--- src/hdl/gpp_regs.svh ---
// Purpose: register map, field positions and reset values of the gpio port block
// Assumes: 32-bit apb data, one aligned word per register
// Notes:   port base = port index * 0x20, register word = kind index * 4
`ifndef GPP_REGS_SVH
`define GPP_REGS_SVH

// ----------------------------------------
// geometry
// ----------------------------------------
`define GPP_NUM_PORTS     4
`define GPP_PORT_W        8
`define GPP_ADDR_W        8
`define GPP_PORT_MSB      6
`define GPP_PORT_LSB      5
`define GPP_KIND_MSB      4
`define GPP_KIND_LSB      2

// ----------------------------------------
// register word index inside a port
// ----------------------------------------
`define GPP_IDX_DIR       3'h0
`define GPP_IDX_PIN       3'h1
`define GPP_IDX_LAT       3'h2
`define GPP_IDX_ANALOG_SELECT_BIT     3'h3
`define GPP_IDX_WPU       3'h4

// ----------------------------------------
// reset values and port options
// ----------------------------------------
`define GPP_DIR_RST       8'hff
`define GPP_LAT_RST       8'h00
`define GPP_ANALOG_SELECT_BIT_RST     8'hff
`define GPP_WPU_RST       8'h00
`define GPP_HAS_ANALOG_SELECT_BIT     4'h3
`define GPP_HAS_WPU       4'h2

`endif

--- src/hdl/gpp_pkg.sv ---
// Purpose: shared types of the gpio port block
// Assumes: nothing beyond the register header
// Notes:   decode result travels as one struct
package gpp_pkg;

   // ----------------------------------------
   // register kinds and decode result
   // ----------------------------------------
   typedef enum logic [2:0] {
      GPP_K_DIR,
      GPP_K_PIN,
      GPP_K_LAT,
      GPP_K_ANALOG_SELECT_BIT,
      GPP_K_WPU,
      GPP_K_NONE
   } gpp_kind_t;

   typedef struct packed {
      logic       hit;
      logic [1:0] port;
      gpp_kind_t  kind;
   } gpp_dec_t;

endpackage

--- src/hdl/gpp_pad_if.sv ---
// Purpose: carries port settings to the pad stage and pad state back
// Assumes: all ports flattened, port p on bits [p*8 +: 8]
// Notes:   ctrl side is the register file, pad side the pin logic
`timescale 1ns/1ps
interface gpp_pad_if #(
   parameter int W = 32
);
   logic [W-1:0] lat;
   logic [W-1:0] dir;
   logic [W-1:0] analog_select_bit;
   logic [W-1:0] wpu;
   logic [W-1:0] p_en;
   logic [W-1:0] p_out;
   logic [W-1:0] p_drv;
   logic [W-1:0] pin_in;
   logic [W-1:0] pin_digital;
   logic [W-1:0] pin_out;
   logic [W-1:0] pin_oe_n;
   logic [W-1:0] pin_pullup;
   logic [W-1:0] pin_analog;

   modport ctrl (
      output lat, dir, analog_select_bit, wpu, p_en, p_out, p_drv, pin_in,
      input  pin_digital, pin_out, pin_oe_n, pin_pullup, pin_analog
   );
   modport pad (
      input  lat, dir, analog_select_bit, wpu, p_en, p_out, p_drv, pin_in,
      output pin_digital, pin_out, pin_oe_n, pin_pullup, pin_analog
   );
endinterface

--- src/hdl/gpp_pad.sv ---
// Purpose: per-pin output mux, driver enable, pull-up and input gating
// Assumes: pin_in synchronous to pclk
// Notes:   pin_out, pin_oe_n, pin_pullup and pin_analog registered, so pins follow settings one cycle later; pin_digital is combinational
`timescale 1ns/1ps
module gpp_pad
   import gpp_pkg::*;
#(
   parameter int W = 32
)(
   input wire logic pclk,
   input wire logic presetn,
   input wire logic ce,
   gpp_pad_if.pad   pads
);
   `include "gpp_regs.svh"

   logic [W-1:0] drive;
   logic [W-1:0] out_reg;
   logic [W-1:0] oe_n_reg;
   logic [W-1:0] pull_reg;
   logic [W-1:0] anlg_reg;

   // ----------------------------------------
   // driver selection
   // ----------------------------------------
   // a peripheral owns its pin: the port latch and direction no longer drive it
   always_comb begin
      drive = (pads.p_en & pads.p_drv) | (~pads.p_en & ~pads.dir);
   end

   always_ff @(posedge pclk or negedge presetn) begin
      if (!presetn) begin
         out_reg  <= '0;
         oe_n_reg <= '1;
      end else if (ce) begin
         out_reg  <= (pads.p_en & pads.p_out) | (~pads.p_en & pads.lat);
         oe_n_reg <= ~drive;
      end
   end

   // pull-up only on undriven digital pins, never fighting the driver
   always_ff @(posedge pclk or negedge presetn) begin
      if (!presetn) begin
         pull_reg <= '0;
         anlg_reg <= '1;
      end else if (ce) begin
         pull_reg <= pads.wpu & ~drive & ~pads.analog_select_bit;
         anlg_reg <= pads.analog_select_bit;
      end
   end

   // ----------------------------------------
   // input path
   // ----------------------------------------
   // pin stays readable even when a peripheral drives it
   assign pads.pin_digital = pads.pin_in & ~pads.analog_select_bit;
   assign pads.pin_out     = out_reg;
   assign pads.pin_oe_n    = oe_n_reg;
   assign pads.pin_pullup  = pull_reg;
   assign pads.pin_analog  = anlg_reg;
endmodule

--- src/hdl/gpp_port.sv ---
// Purpose: four eight-bit general-purpose io ports behind an apb slave
// Assumes: pin inputs synchronous to pclk; ce low freezes all state
// Notes:   zero wait state apb, pslverr on unmapped or misaligned words
//
// What this block does
// - An enabled peripheral takes the pin away from the port output while the pin level stays readable.
// - Every port has a direction register, a pin-level register and an output-latch register.
// - Selected ports also carry an analog-select register, a weak pull-up register, or both.
// - Writing the pin-level register updates the output latch exactly like writing the latch register.
// - The latch register reads back the latch and the pin-level register reads the pins themselves.
// - A set analog-select bit disables the digital input buffer of its pin.
// - A direction bit at one makes the pin an input and at zero an output.
// - There are four ports, first, second, third and fourth, each with its own register set.
`timescale 1ns/1ps
`include "gpp_regs.svh"
module gpp_port
   import gpp_pkg::*;
#(
   parameter int         NUM_PORTS = `GPP_NUM_PORTS,
   parameter int         ADDR_W    = `GPP_ADDR_W,
   parameter logic [3:0] HAS_ANALOG_SELECT_BIT = `GPP_HAS_ANALOG_SELECT_BIT,
   parameter logic [3:0] HAS_WPU   = `GPP_HAS_WPU
)(
   input  wire logic                 pclk,
   input  wire logic                 presetn,
   input  wire logic                 ce,
   input  wire logic                 psel,
   input  wire logic                 penable,
   input  wire logic                 pwrite,
   input  wire logic [ADDR_W-1:0]    paddr,
   input  wire logic [31:0]          pwdata,
   input  wire logic [3:0]           pstrb,
   output logic      [31:0]          prdata,
   output logic                      pready,
   output logic                      pslverr,
   input  wire logic [8*NUM_PORTS-1:0] pin_in,
   input  wire logic [8*NUM_PORTS-1:0] periph_en,
   input  wire logic [8*NUM_PORTS-1:0] periph_out,
   input  wire logic [8*NUM_PORTS-1:0] periph_drive,
   output logic      [8*NUM_PORTS-1:0] pin_out,
   output logic      [8*NUM_PORTS-1:0] pin_oe_n,
   output logic      [8*NUM_PORTS-1:0] pin_pullup,
   output logic      [8*NUM_PORTS-1:0] pin_analog
);

   localparam int W = 8 * NUM_PORTS;

   logic [7:0]  dir_reg   [NUM_PORTS];
   logic [7:0]  lat_reg   [NUM_PORTS];
   logic [7:0]  analog_select_bit_reg [NUM_PORTS];
   logic [7:0]  wpu_reg   [NUM_PORTS];
   logic [31:0] prdata_reg;
   logic        pready_reg;
   logic        pslverr_reg;
   logic [31:0] rd_next;
   logic [7:0]  wdata_b;
   logic        setup_cyc;
   logic        wr_fire;
   gpp_dec_t    dec;

   gpp_pad_if #(.W(W)) pads ();

   // ----------------------------------------
   // address decode
   // ----------------------------------------
   // absent optional registers decode as unmapped so software sees pslverr
   function automatic gpp_dec_t decode(input logic [ADDR_W-1:0] a);
      gpp_dec_t d;
      d.hit  = 1'b0;
      d.port = a[`GPP_PORT_MSB:`GPP_PORT_LSB];
      d.kind = GPP_K_NONE;
      if (a[1:0] == 2'h0 && a[ADDR_W-1:`GPP_PORT_MSB+1] == '0) begin
         unique case (a[`GPP_KIND_MSB:`GPP_KIND_LSB])
            `GPP_IDX_DIR:   d.kind = GPP_K_DIR;
            `GPP_IDX_PIN:   d.kind = GPP_K_PIN;
            `GPP_IDX_LAT:   d.kind = GPP_K_LAT;
            `GPP_IDX_ANALOG_SELECT_BIT: d.kind = HAS_ANALOG_SELECT_BIT[d.port] ? GPP_K_ANALOG_SELECT_BIT : GPP_K_NONE;
            `GPP_IDX_WPU:   d.kind = HAS_WPU[d.port] ? GPP_K_WPU : GPP_K_NONE;
            default:        d.kind = GPP_K_NONE;
         endcase
         d.hit = (d.kind != GPP_K_NONE) && (int'(d.port) < NUM_PORTS);
      end
      return d;
   endfunction

   function automatic logic wr_hit(input gpp_dec_t d, input int p, input gpp_kind_t k);
      return d.hit && (d.port == 2'(p)) && (d.kind == k);
   endfunction

   always_comb begin
      dec       = decode(paddr);
      wdata_b   = pwdata[7:0];
      setup_cyc = ce && psel && !penable && !pready_reg;
      wr_fire   = ce && psel && penable && pready_reg && pwrite && pstrb[0];
   end

   // ----------------------------------------
   // register file
   // ----------------------------------------
   // inputs at reset so nothing is driven before software decides
   always_ff @(posedge pclk or negedge presetn) begin
      if (!presetn) begin
         for (int p = 0; p < NUM_PORTS; p++) begin
            dir_reg[p] <= `GPP_DIR_RST;
         end
      end else if (wr_fire) begin
         for (int p = 0; p < NUM_PORTS; p++) begin
            if (wr_hit(dec, p, GPP_K_DIR)) begin
               dir_reg[p] <= wdata_b;
            end
         end
      end
   end

   // pin-level and latch writes both land in the latch; pins are never written
   always_ff @(posedge pclk or negedge presetn) begin
      if (!presetn) begin
         for (int p = 0; p < NUM_PORTS; p++) begin
            lat_reg[p] <= `GPP_LAT_RST;
         end
      end else if (wr_fire) begin
         for (int p = 0; p < NUM_PORTS; p++) begin
            if (wr_hit(dec, p, GPP_K_LAT) || wr_hit(dec, p, GPP_K_PIN)) begin
               lat_reg[p] <= wdata_b;
            end
         end
      end
   end

   always_ff @(posedge pclk or negedge presetn) begin
      if (!presetn) begin
         for (int p = 0; p < NUM_PORTS; p++) begin
            analog_select_bit_reg[p] <= HAS_ANALOG_SELECT_BIT[p] ? `GPP_ANALOG_SELECT_BIT_RST : 8'h00;
         end
      end else if (wr_fire) begin
         for (int p = 0; p < NUM_PORTS; p++) begin
            if (wr_hit(dec, p, GPP_K_ANALOG_SELECT_BIT)) begin
               analog_select_bit_reg[p] <= wdata_b;
            end
         end
      end
   end

   always_ff @(posedge pclk or negedge presetn) begin
      if (!presetn) begin
         for (int p = 0; p < NUM_PORTS; p++) begin
            wpu_reg[p] <= `GPP_WPU_RST;
         end
      end else if (wr_fire) begin
         for (int p = 0; p < NUM_PORTS; p++) begin
            if (wr_hit(dec, p, GPP_K_WPU)) begin
               wpu_reg[p] <= wdata_b;
            end
         end
      end
   end

   // ----------------------------------------
   // read mux
   // ----------------------------------------
   // read data is captured at the setup edge, so the pin value is one cycle old
   always_comb begin
      rd_next = 32'h0000_0000;
      if (dec.hit) begin
         unique case (dec.kind)
            GPP_K_DIR:   rd_next = {24'h00_0000, dir_reg[dec.port]};
            GPP_K_PIN:   rd_next = {24'h00_0000, pads.pin_digital[{dec.port, 3'h0} +: 8]};
            GPP_K_LAT:   rd_next = {24'h00_0000, lat_reg[dec.port]};
            GPP_K_ANALOG_SELECT_BIT: rd_next = {24'h00_0000, analog_select_bit_reg[dec.port]};
            GPP_K_WPU:   rd_next = {24'h00_0000, wpu_reg[dec.port]};
            GPP_K_NONE:  rd_next = 32'h0000_0000;
         endcase
      end
   end

   // ----------------------------------------
   // apb answer
   // ----------------------------------------
   always_ff @(posedge pclk or negedge presetn) begin
      if (!presetn) begin
         pready_reg  <= 1'b0;
         pslverr_reg <= 1'b0;
         prdata_reg  <= 32'h0000_0000;
      end else if (ce) begin
         if (setup_cyc) begin
            pready_reg  <= 1'b1;
            pslverr_reg <= ~dec.hit;
            prdata_reg  <= pwrite ? 32'h0000_0000 : rd_next;
         end else begin
            pready_reg  <= 1'b0;
            pslverr_reg <= 1'b0;
         end
      end
   end

   assign prdata  = prdata_reg;
   assign pready  = pready_reg;
   assign pslverr = pslverr_reg;

   // ----------------------------------------
   // pad stage
   // ----------------------------------------
   for (genvar p = 0; p < NUM_PORTS; p++) begin : g_flat
      assign pads.lat[p*8 +: 8]   = lat_reg[p];
      assign pads.dir[p*8 +: 8]   = dir_reg[p];
      assign pads.analog_select_bit[p*8 +: 8] = analog_select_bit_reg[p];
      assign pads.wpu[p*8 +: 8]   = wpu_reg[p];
   end

   assign pads.p_en   = periph_en;
   assign pads.p_out  = periph_out;
   assign pads.p_drv  = periph_drive;
   assign pads.pin_in = pin_in;

   gpp_pad #(.W(W)) u_pad (
      .pclk    (pclk),
      .presetn (presetn),
      .ce      (ce),
      .pads    (pads.pad)
   );

   assign pin_out    = pads.pin_out;
   assign pin_oe_n   = pads.pin_oe_n;
   assign pin_pullup = pads.pin_pullup;
   assign pin_analog = pads.pin_analog;

   logic [7:0] pin_first;
   assign pin_first = pads.pin_digital[7:0];
endmodule

--- config.mk ---
export PLATFORM = sky130hd
export DESIGN_NAME = gpp_port
export DESIGN_NICKNAME = d
export VERILOG_FILES = /design/src/hdl/gpp_pkg.sv /design/src/hdl/gpp_pad_if.sv /design/src/hdl/gpp_pad.sv /design/src/hdl/gpp_port.sv
export VERILOG_INCLUDE_DIRS = /design/src /design/src/hdl
export SDC_FILE = /design/constraint.sdc
export NUM_CORES = 1
export LEC_CHECK = 0
export ABC_CLOCK_PERIOD_IN_PS = 1500
export BUFFER_PORTS_ARGS = -buffer_cell sky130_fd_sc_hd__buf_2
export CORE_MARGIN = 4
export CORE_UTILIZATION = 45
export CTS_CLUSTER_SIZE = 30
export DETAILED_ROUTE_END_ITERATION = 8
export GPL_TIMING_DRIVEN = 0
export PLACE_DENSITY = 0.71
export SKIP_LAST_GASP = 1
export SLEW_MARGIN = 20
export SYNTH_ARGS = -nofsm -noshare
export SYNTH_HDL_FRONTEND = slang
export SYNTH_SLANG_ARGS = --single-unit
--- constraint.sdc ---
create_clock -name pclk -period 1.5 [get_ports pclk]
set_input_delay 0.15 -clock pclk [delete_from_list [all_inputs] [get_ports pclk]]
set_output_delay 0.15 -clock pclk [all_outputs]
set_load 0.005 [all_outputs]
======== After elaboration in Yosys (flattened, before gate mapping) ========
Index checks and enable logic that the tools add are counted.
storage, ports and cells
  bits in registers ....................... 290
  latch bits .............................. 0
  memory bits (writable) .................. 0
  ROM bits ................................ 0
  memories kept ........................... 0
operators by class
  add/sub/neg operators ................... 0
  multipliers ............................. 0
  div/mod/pow operators ................... 0
  magnitude comparators ................... 2
  equal/unequal tests ..................... 13
  shifts and indexed selects .............. 1
  muxes and demuxes ....................... 27
  bitwise operators ....................... 16
  reductions and logical operators ........ 59
operators with widths
  cell                  count
  $and A32 B32 Y32      7
  $pmux W32 S6          1
  $not A32 Y32          4
  $bmux W8 S2           4
  $mux W32              2
  $mux W8               8
  $or A32 B32 Y32       2
  $reduce_and A2 Y1     17
  $logic_and A1 B1 Y1   32
  $shiftx A32 B6 Y8     1
  $pmux W3 S5           1
  $eq A3 B2 Y1 const B  4
  $eq A3 B3 Y1 const B  3
  $mux W3               3
  $eq A3 B1 Y1 const B  2
  $logic_not A3 Y1      2
  $mux W1               6
  $bmux W1 S2           2
  $eq A2 B2 Y1 const B  2
  $logic_not A2 Y1      2
  $logic_or A1 B1 Y1    4
  $ge A3 B3 Y1 const B  1
  $lt A2 B3 Y1 const B  1
  $ne A3 B3 Y1 const B  1
  other kinds (4)       6

======== Longest topological paths before layout ========
  word-level depth ........................ 11
  mapped depth ............................ 7

======== Hierarchy ========
A second synthesis with hierarchy kept.
unflattened totals
  cells, all modules ...................... 994
  area, all modules ....................... 12338.1 sq um
modules (own cells, without submodules)
  module    instances  cells an instance  area an instance (sq um)  sequential area each (sq um)
  gpp_port  1          457                6433.7                    3513.4
  gpp_pad   1          537                5904.4                    3283.1

======== Least setup slack after synthesis ========
No wires, ideal clock.
  path kind ............................... register to register
  start ................................... register pready_reg (netlist: pready)
  end ..................................... register lat_reg[10] (netlist name)
  arrival time ............................ 1586 ps
  required time ........................... 1375 ps
  slack ................................... -211 ps
  stages on the path, launching flop included .. 6
  buffers on the path ..................... 0
  period minus slack after synthesis ...... 1711 ps
  cell sequence ........................... dfrtp_1 > nand2_1 > or3_1 > nor2_2 > nand3_1 > mux2_2
between the ends
  cells in the longest elaborated chain, start to end .. 4
RTL lines
  element                            line             source
  from (decl)                        gpp_port.sv:53   logic pready_reg;
  from (signal assigned)             gpp_port.sv:181  pready_reg <= 1'b0;
  from (signal assigned)             gpp_port.sv:186  pready_reg <= 1'b1;
  from (signal assigned)             gpp_port.sv:190  pready_reg <= 1'b0;
  $logic_and A1 B1 Y1 (3 in series)  gpp_port.sv:94   wr_fire = ce && psel && penable && pready_reg && pwrite && pstrb[0];
  $reduce_and A2 Y1 (no line)        -
  to (signal, indexed assignment)    gpp_port.sv:119  lat_reg[p] <= `GPP_LAT_RST;
  to (signal, indexed assignment)    gpp_port.sv:124  lat_reg[p] <= wdata_b;
  to (decl)                          gpp_port.sv:49   logic [7:0] lat_reg [NUM_PORTS];
No other way between the ends.
A chain may end at the register's enable or synchronous reset.

======== Final worst setup path ========
  start ................................... register pready_reg (netlist: pready)
  end ..................................... register lat_reg[13] (netlist name)
The elaborated chain is that of the path after synthesis.

==> impl_metrics.toml <==
[run_status]
outcome = "finished, violations left"
violations = "hold timing, setup timing"

[place]
dp_hpwl_mm = 31.5
dp_cells = 1627
io_buffers = 287
pre_cts_slack_ns = -1.16
placement.cell_area_sq_mm = 0.0142
gp_congestion = 0.932

[pwr]
power.density_mw_per_mm2 = 1000
pwr-share-seq_pct = 45.7
swShare_pct = 24.6
cellLeakagePower_nw = 7.92
combPwrFrac_pct = 10.5
clockPowerShare_pct = 43.8
power.internal_w = 0.0124
ir_drop_uv = 715
switching_power_w = 0.00407

[global_routing]
antenna_found_initial = 5
grt_pass1_vias = 9968
grt_pass1_wl_mm = 63.3
grt_overflow = 0
grt_max_degree = 98
grt_usage_pct = 28.9

[sta]
rsz0062_at_grt = "yes"
slew_viol_final = 0
min_period_over_period_pct = 115
hold_slack_ns = -0.402
max_freq_mhz = 581
worst_slack_ns = -0.223
hold_viol = 54
worstMarginPinSlew_ns = 0.995
slew_headroom_pct = 33.7
fin_crit_ns = 1.72
skew_ns = 0.0153
setup_viol = 89

[logic_synthesis]
synth_warnings = 0
syn_inst = 980
yosysUniqueCellTypes = 52
ys_seq_area_share_pct = 56.2
synthArstFlopShare_pct = 100
syn-mean-instance-area_sq_um = 12.3
synth_edf_count = 0
synth_area_sq_mm = 0.0121
ys_seq_elements = 266
synth_flop_cell = "dfrtp_1"

[finish]
nets = 1605
layout_commonest_cell = "buf_2"
area_growth_pct = 36.1
stdcell_area_sq_mm = 0.0165
nFillCells = 2107
instances_no_fill = 1790
mostFrequentLayoutCells = "buf_2 (293), dfrtp_1 (154), mux2_2 (136), dfstp_2 (112), nor2_1 (86)"
drive_above_1_share_pct = 50.1
fin_util_pct = 62.6

[clock_network]
hold_buffers = 79
numCtsBuffers = 29
clock_latency_ns = 0.55
cts.sinks = 266
cts_tree = "built"
cts_max_path_buffers = 3
path_clk_slew_ns = 0.06
h-tree-depth = 1
root_buffer = "clkbuf_16"

[worst_setup_path]
crit_path_end_kind = "flip-flop"
crit_required_ns = 1.92
worst-setup-path-type = "reg -> reg"
crit_fanout = 8
startpoint_type = "flip-flop"
critPathArrivalTime_ns = 2.14

[floorplan]
die_h_um = 172
initial_core_util_pct = 46.0
rows = 59
fp.dieArea_sq_mm = 0.0296
die_w_um = 172
core_sq_mm = 0.0263
io_pins = 340

[routing]
viasPerCell = 5.59
first_iter_violations = 747
drtAntennaViolNets = 0
drc = 0
drt_pass1_iterations = 5
vias = 9999
avgRoutedWirePerCell_um = 24.6
wirelength_mm = 44.1

[min_path]
min_path_type = "in -> async"

[flow_run]
drv_cap = 0
==> power by group through the flow <==
stage               Sequential, W  Combinational, W  Clock, W
floorplan                 0.00767          0.000612         0
global placement          0.00765           0.00146         0
detailed placement        0.00766           0.00150         0
CTS                       0.00755           0.00169   0.00729
global route              0.00757           0.00186   0.00761
finish                    0.00755           0.00173   0.00724
==> final timing paths <==
check	from	end	slack (ns)	cells past startpoint
worst max-delay path	pready$_DFFE_PN0P_	lat_reg[13]$_DFFE_PN0P_	-0.22	5
worst min-delay path	presetn	u_pad.pads.pin_out[8]$_DFFE_PN0P_	-0.40	1
worst max register to register	pready$_DFFE_PN0P_	lat_reg[13]$_DFFE_PN0P_	-0.22	5
worst min register to register	pads.wpu[1]$_DFFE_PN0P_	pads.wpu[1]$_DFFE_PN0P_	0.46	1
max in group asynchronous	presetn	u_pad.pads.pin_analog[20]$_DFFE_PN1P_	0.58	3
min in group pclk	periph_drive[30]	u_pad.pads.pin_pullup[30]$_DFFE_PN0P_	0.01	4
==> synth_stat cells, drive strengths merged (3+ instances only) <==
master  instances  area [sq um]
a21o            7          52.6
a21oi          73           365
a22oi           7          52.6
a311oi          7          61.3
a32o            7          70.1
a41o            8          80.1
and2            7          43.8
and3            3          18.8
buf            43           265
clkbuf         71           267
dfrtp         154          3850
dfstp         112          2940
inv            42           158
mux2          159          1790
mux2i          40           400
mux4           18           405
nand2          12          52.6
nand3           4          20.0
nand3b          8          60.1
nand4b         25           219
nor2           87           329
nor2b           8          50.1
nor3            6          46.3
o211ai          8          60.1
o21ai          35           175
o311ai          7          61.3
or3             3          18.8
==> cell families after synthesis <==
| family | count (synthesis) | share of synthesized area, % |
|---|---|---|
| buf+inv | 156 | 5.70 |
| mux | 217 | 21.5 |
| compound gates | 163 | 8.35 |
| xor+xnor | 1 | 0.0724 |
| other cells | 1 | 0.0310 |
| simple gates | 176 | 8.18 |
| flops | 266 | 56.2 |
==> critical path, cell delays in order, from the launching register on <==
cell and delay (ns):
dfrtp_1 0.37, nand2_2 0.09, or3_4 0.39, nor2_4 0.15, nand3_4 0.22, mux2_4 0.37
==> area by class of cell <==
cell class	instances	area, sq um	share of cell area (%)
well taps	335	419	2.55
clock inverters	9	82.6	0.502
multi-input cells	581	5000	30.4
repair buffers	393	2510	15.3
clock buffers	45	887	5.39
plain buffers	114	584	3.55
inverters	42	158	0.958
diodes	5	12.5	0.0760
flip-flops and latches	266	6800	41.3
==> what timing repair did <==
item / CTS / global route
setup buffers: 18 / 7
setup endpoints to repair: 136 / 110
pin swaps: 6 / 5
hold endpoints to repair: 96 / 48
gates resized for setup: 36 / 33
==> layer usage <==
layer	track usage, %	vias to the layer above	share of wire (%)
li1	-	4335	-
met5	0	-	0.034
met3	4.16	110	7.6
met4	9.91	2	4.0
met2	47.5	511	48
met1	39.8	5041	40
==> metrics by stage <==
stage               total power, W  TNS (ns)  hold WS [ns]
global placement           0.00911  -1115.58         0.399
detailed placement         0.00916   -120.30         0.217
global route                0.0170    -14.18        -0.348
CTS                         0.0165    -10.33        -0.363
finish                      0.0165    -11.95        -0.402
floorplan                  0.00828     -6.01        -0.146
No activity file was read; power rests on OpenSTA's default activity.
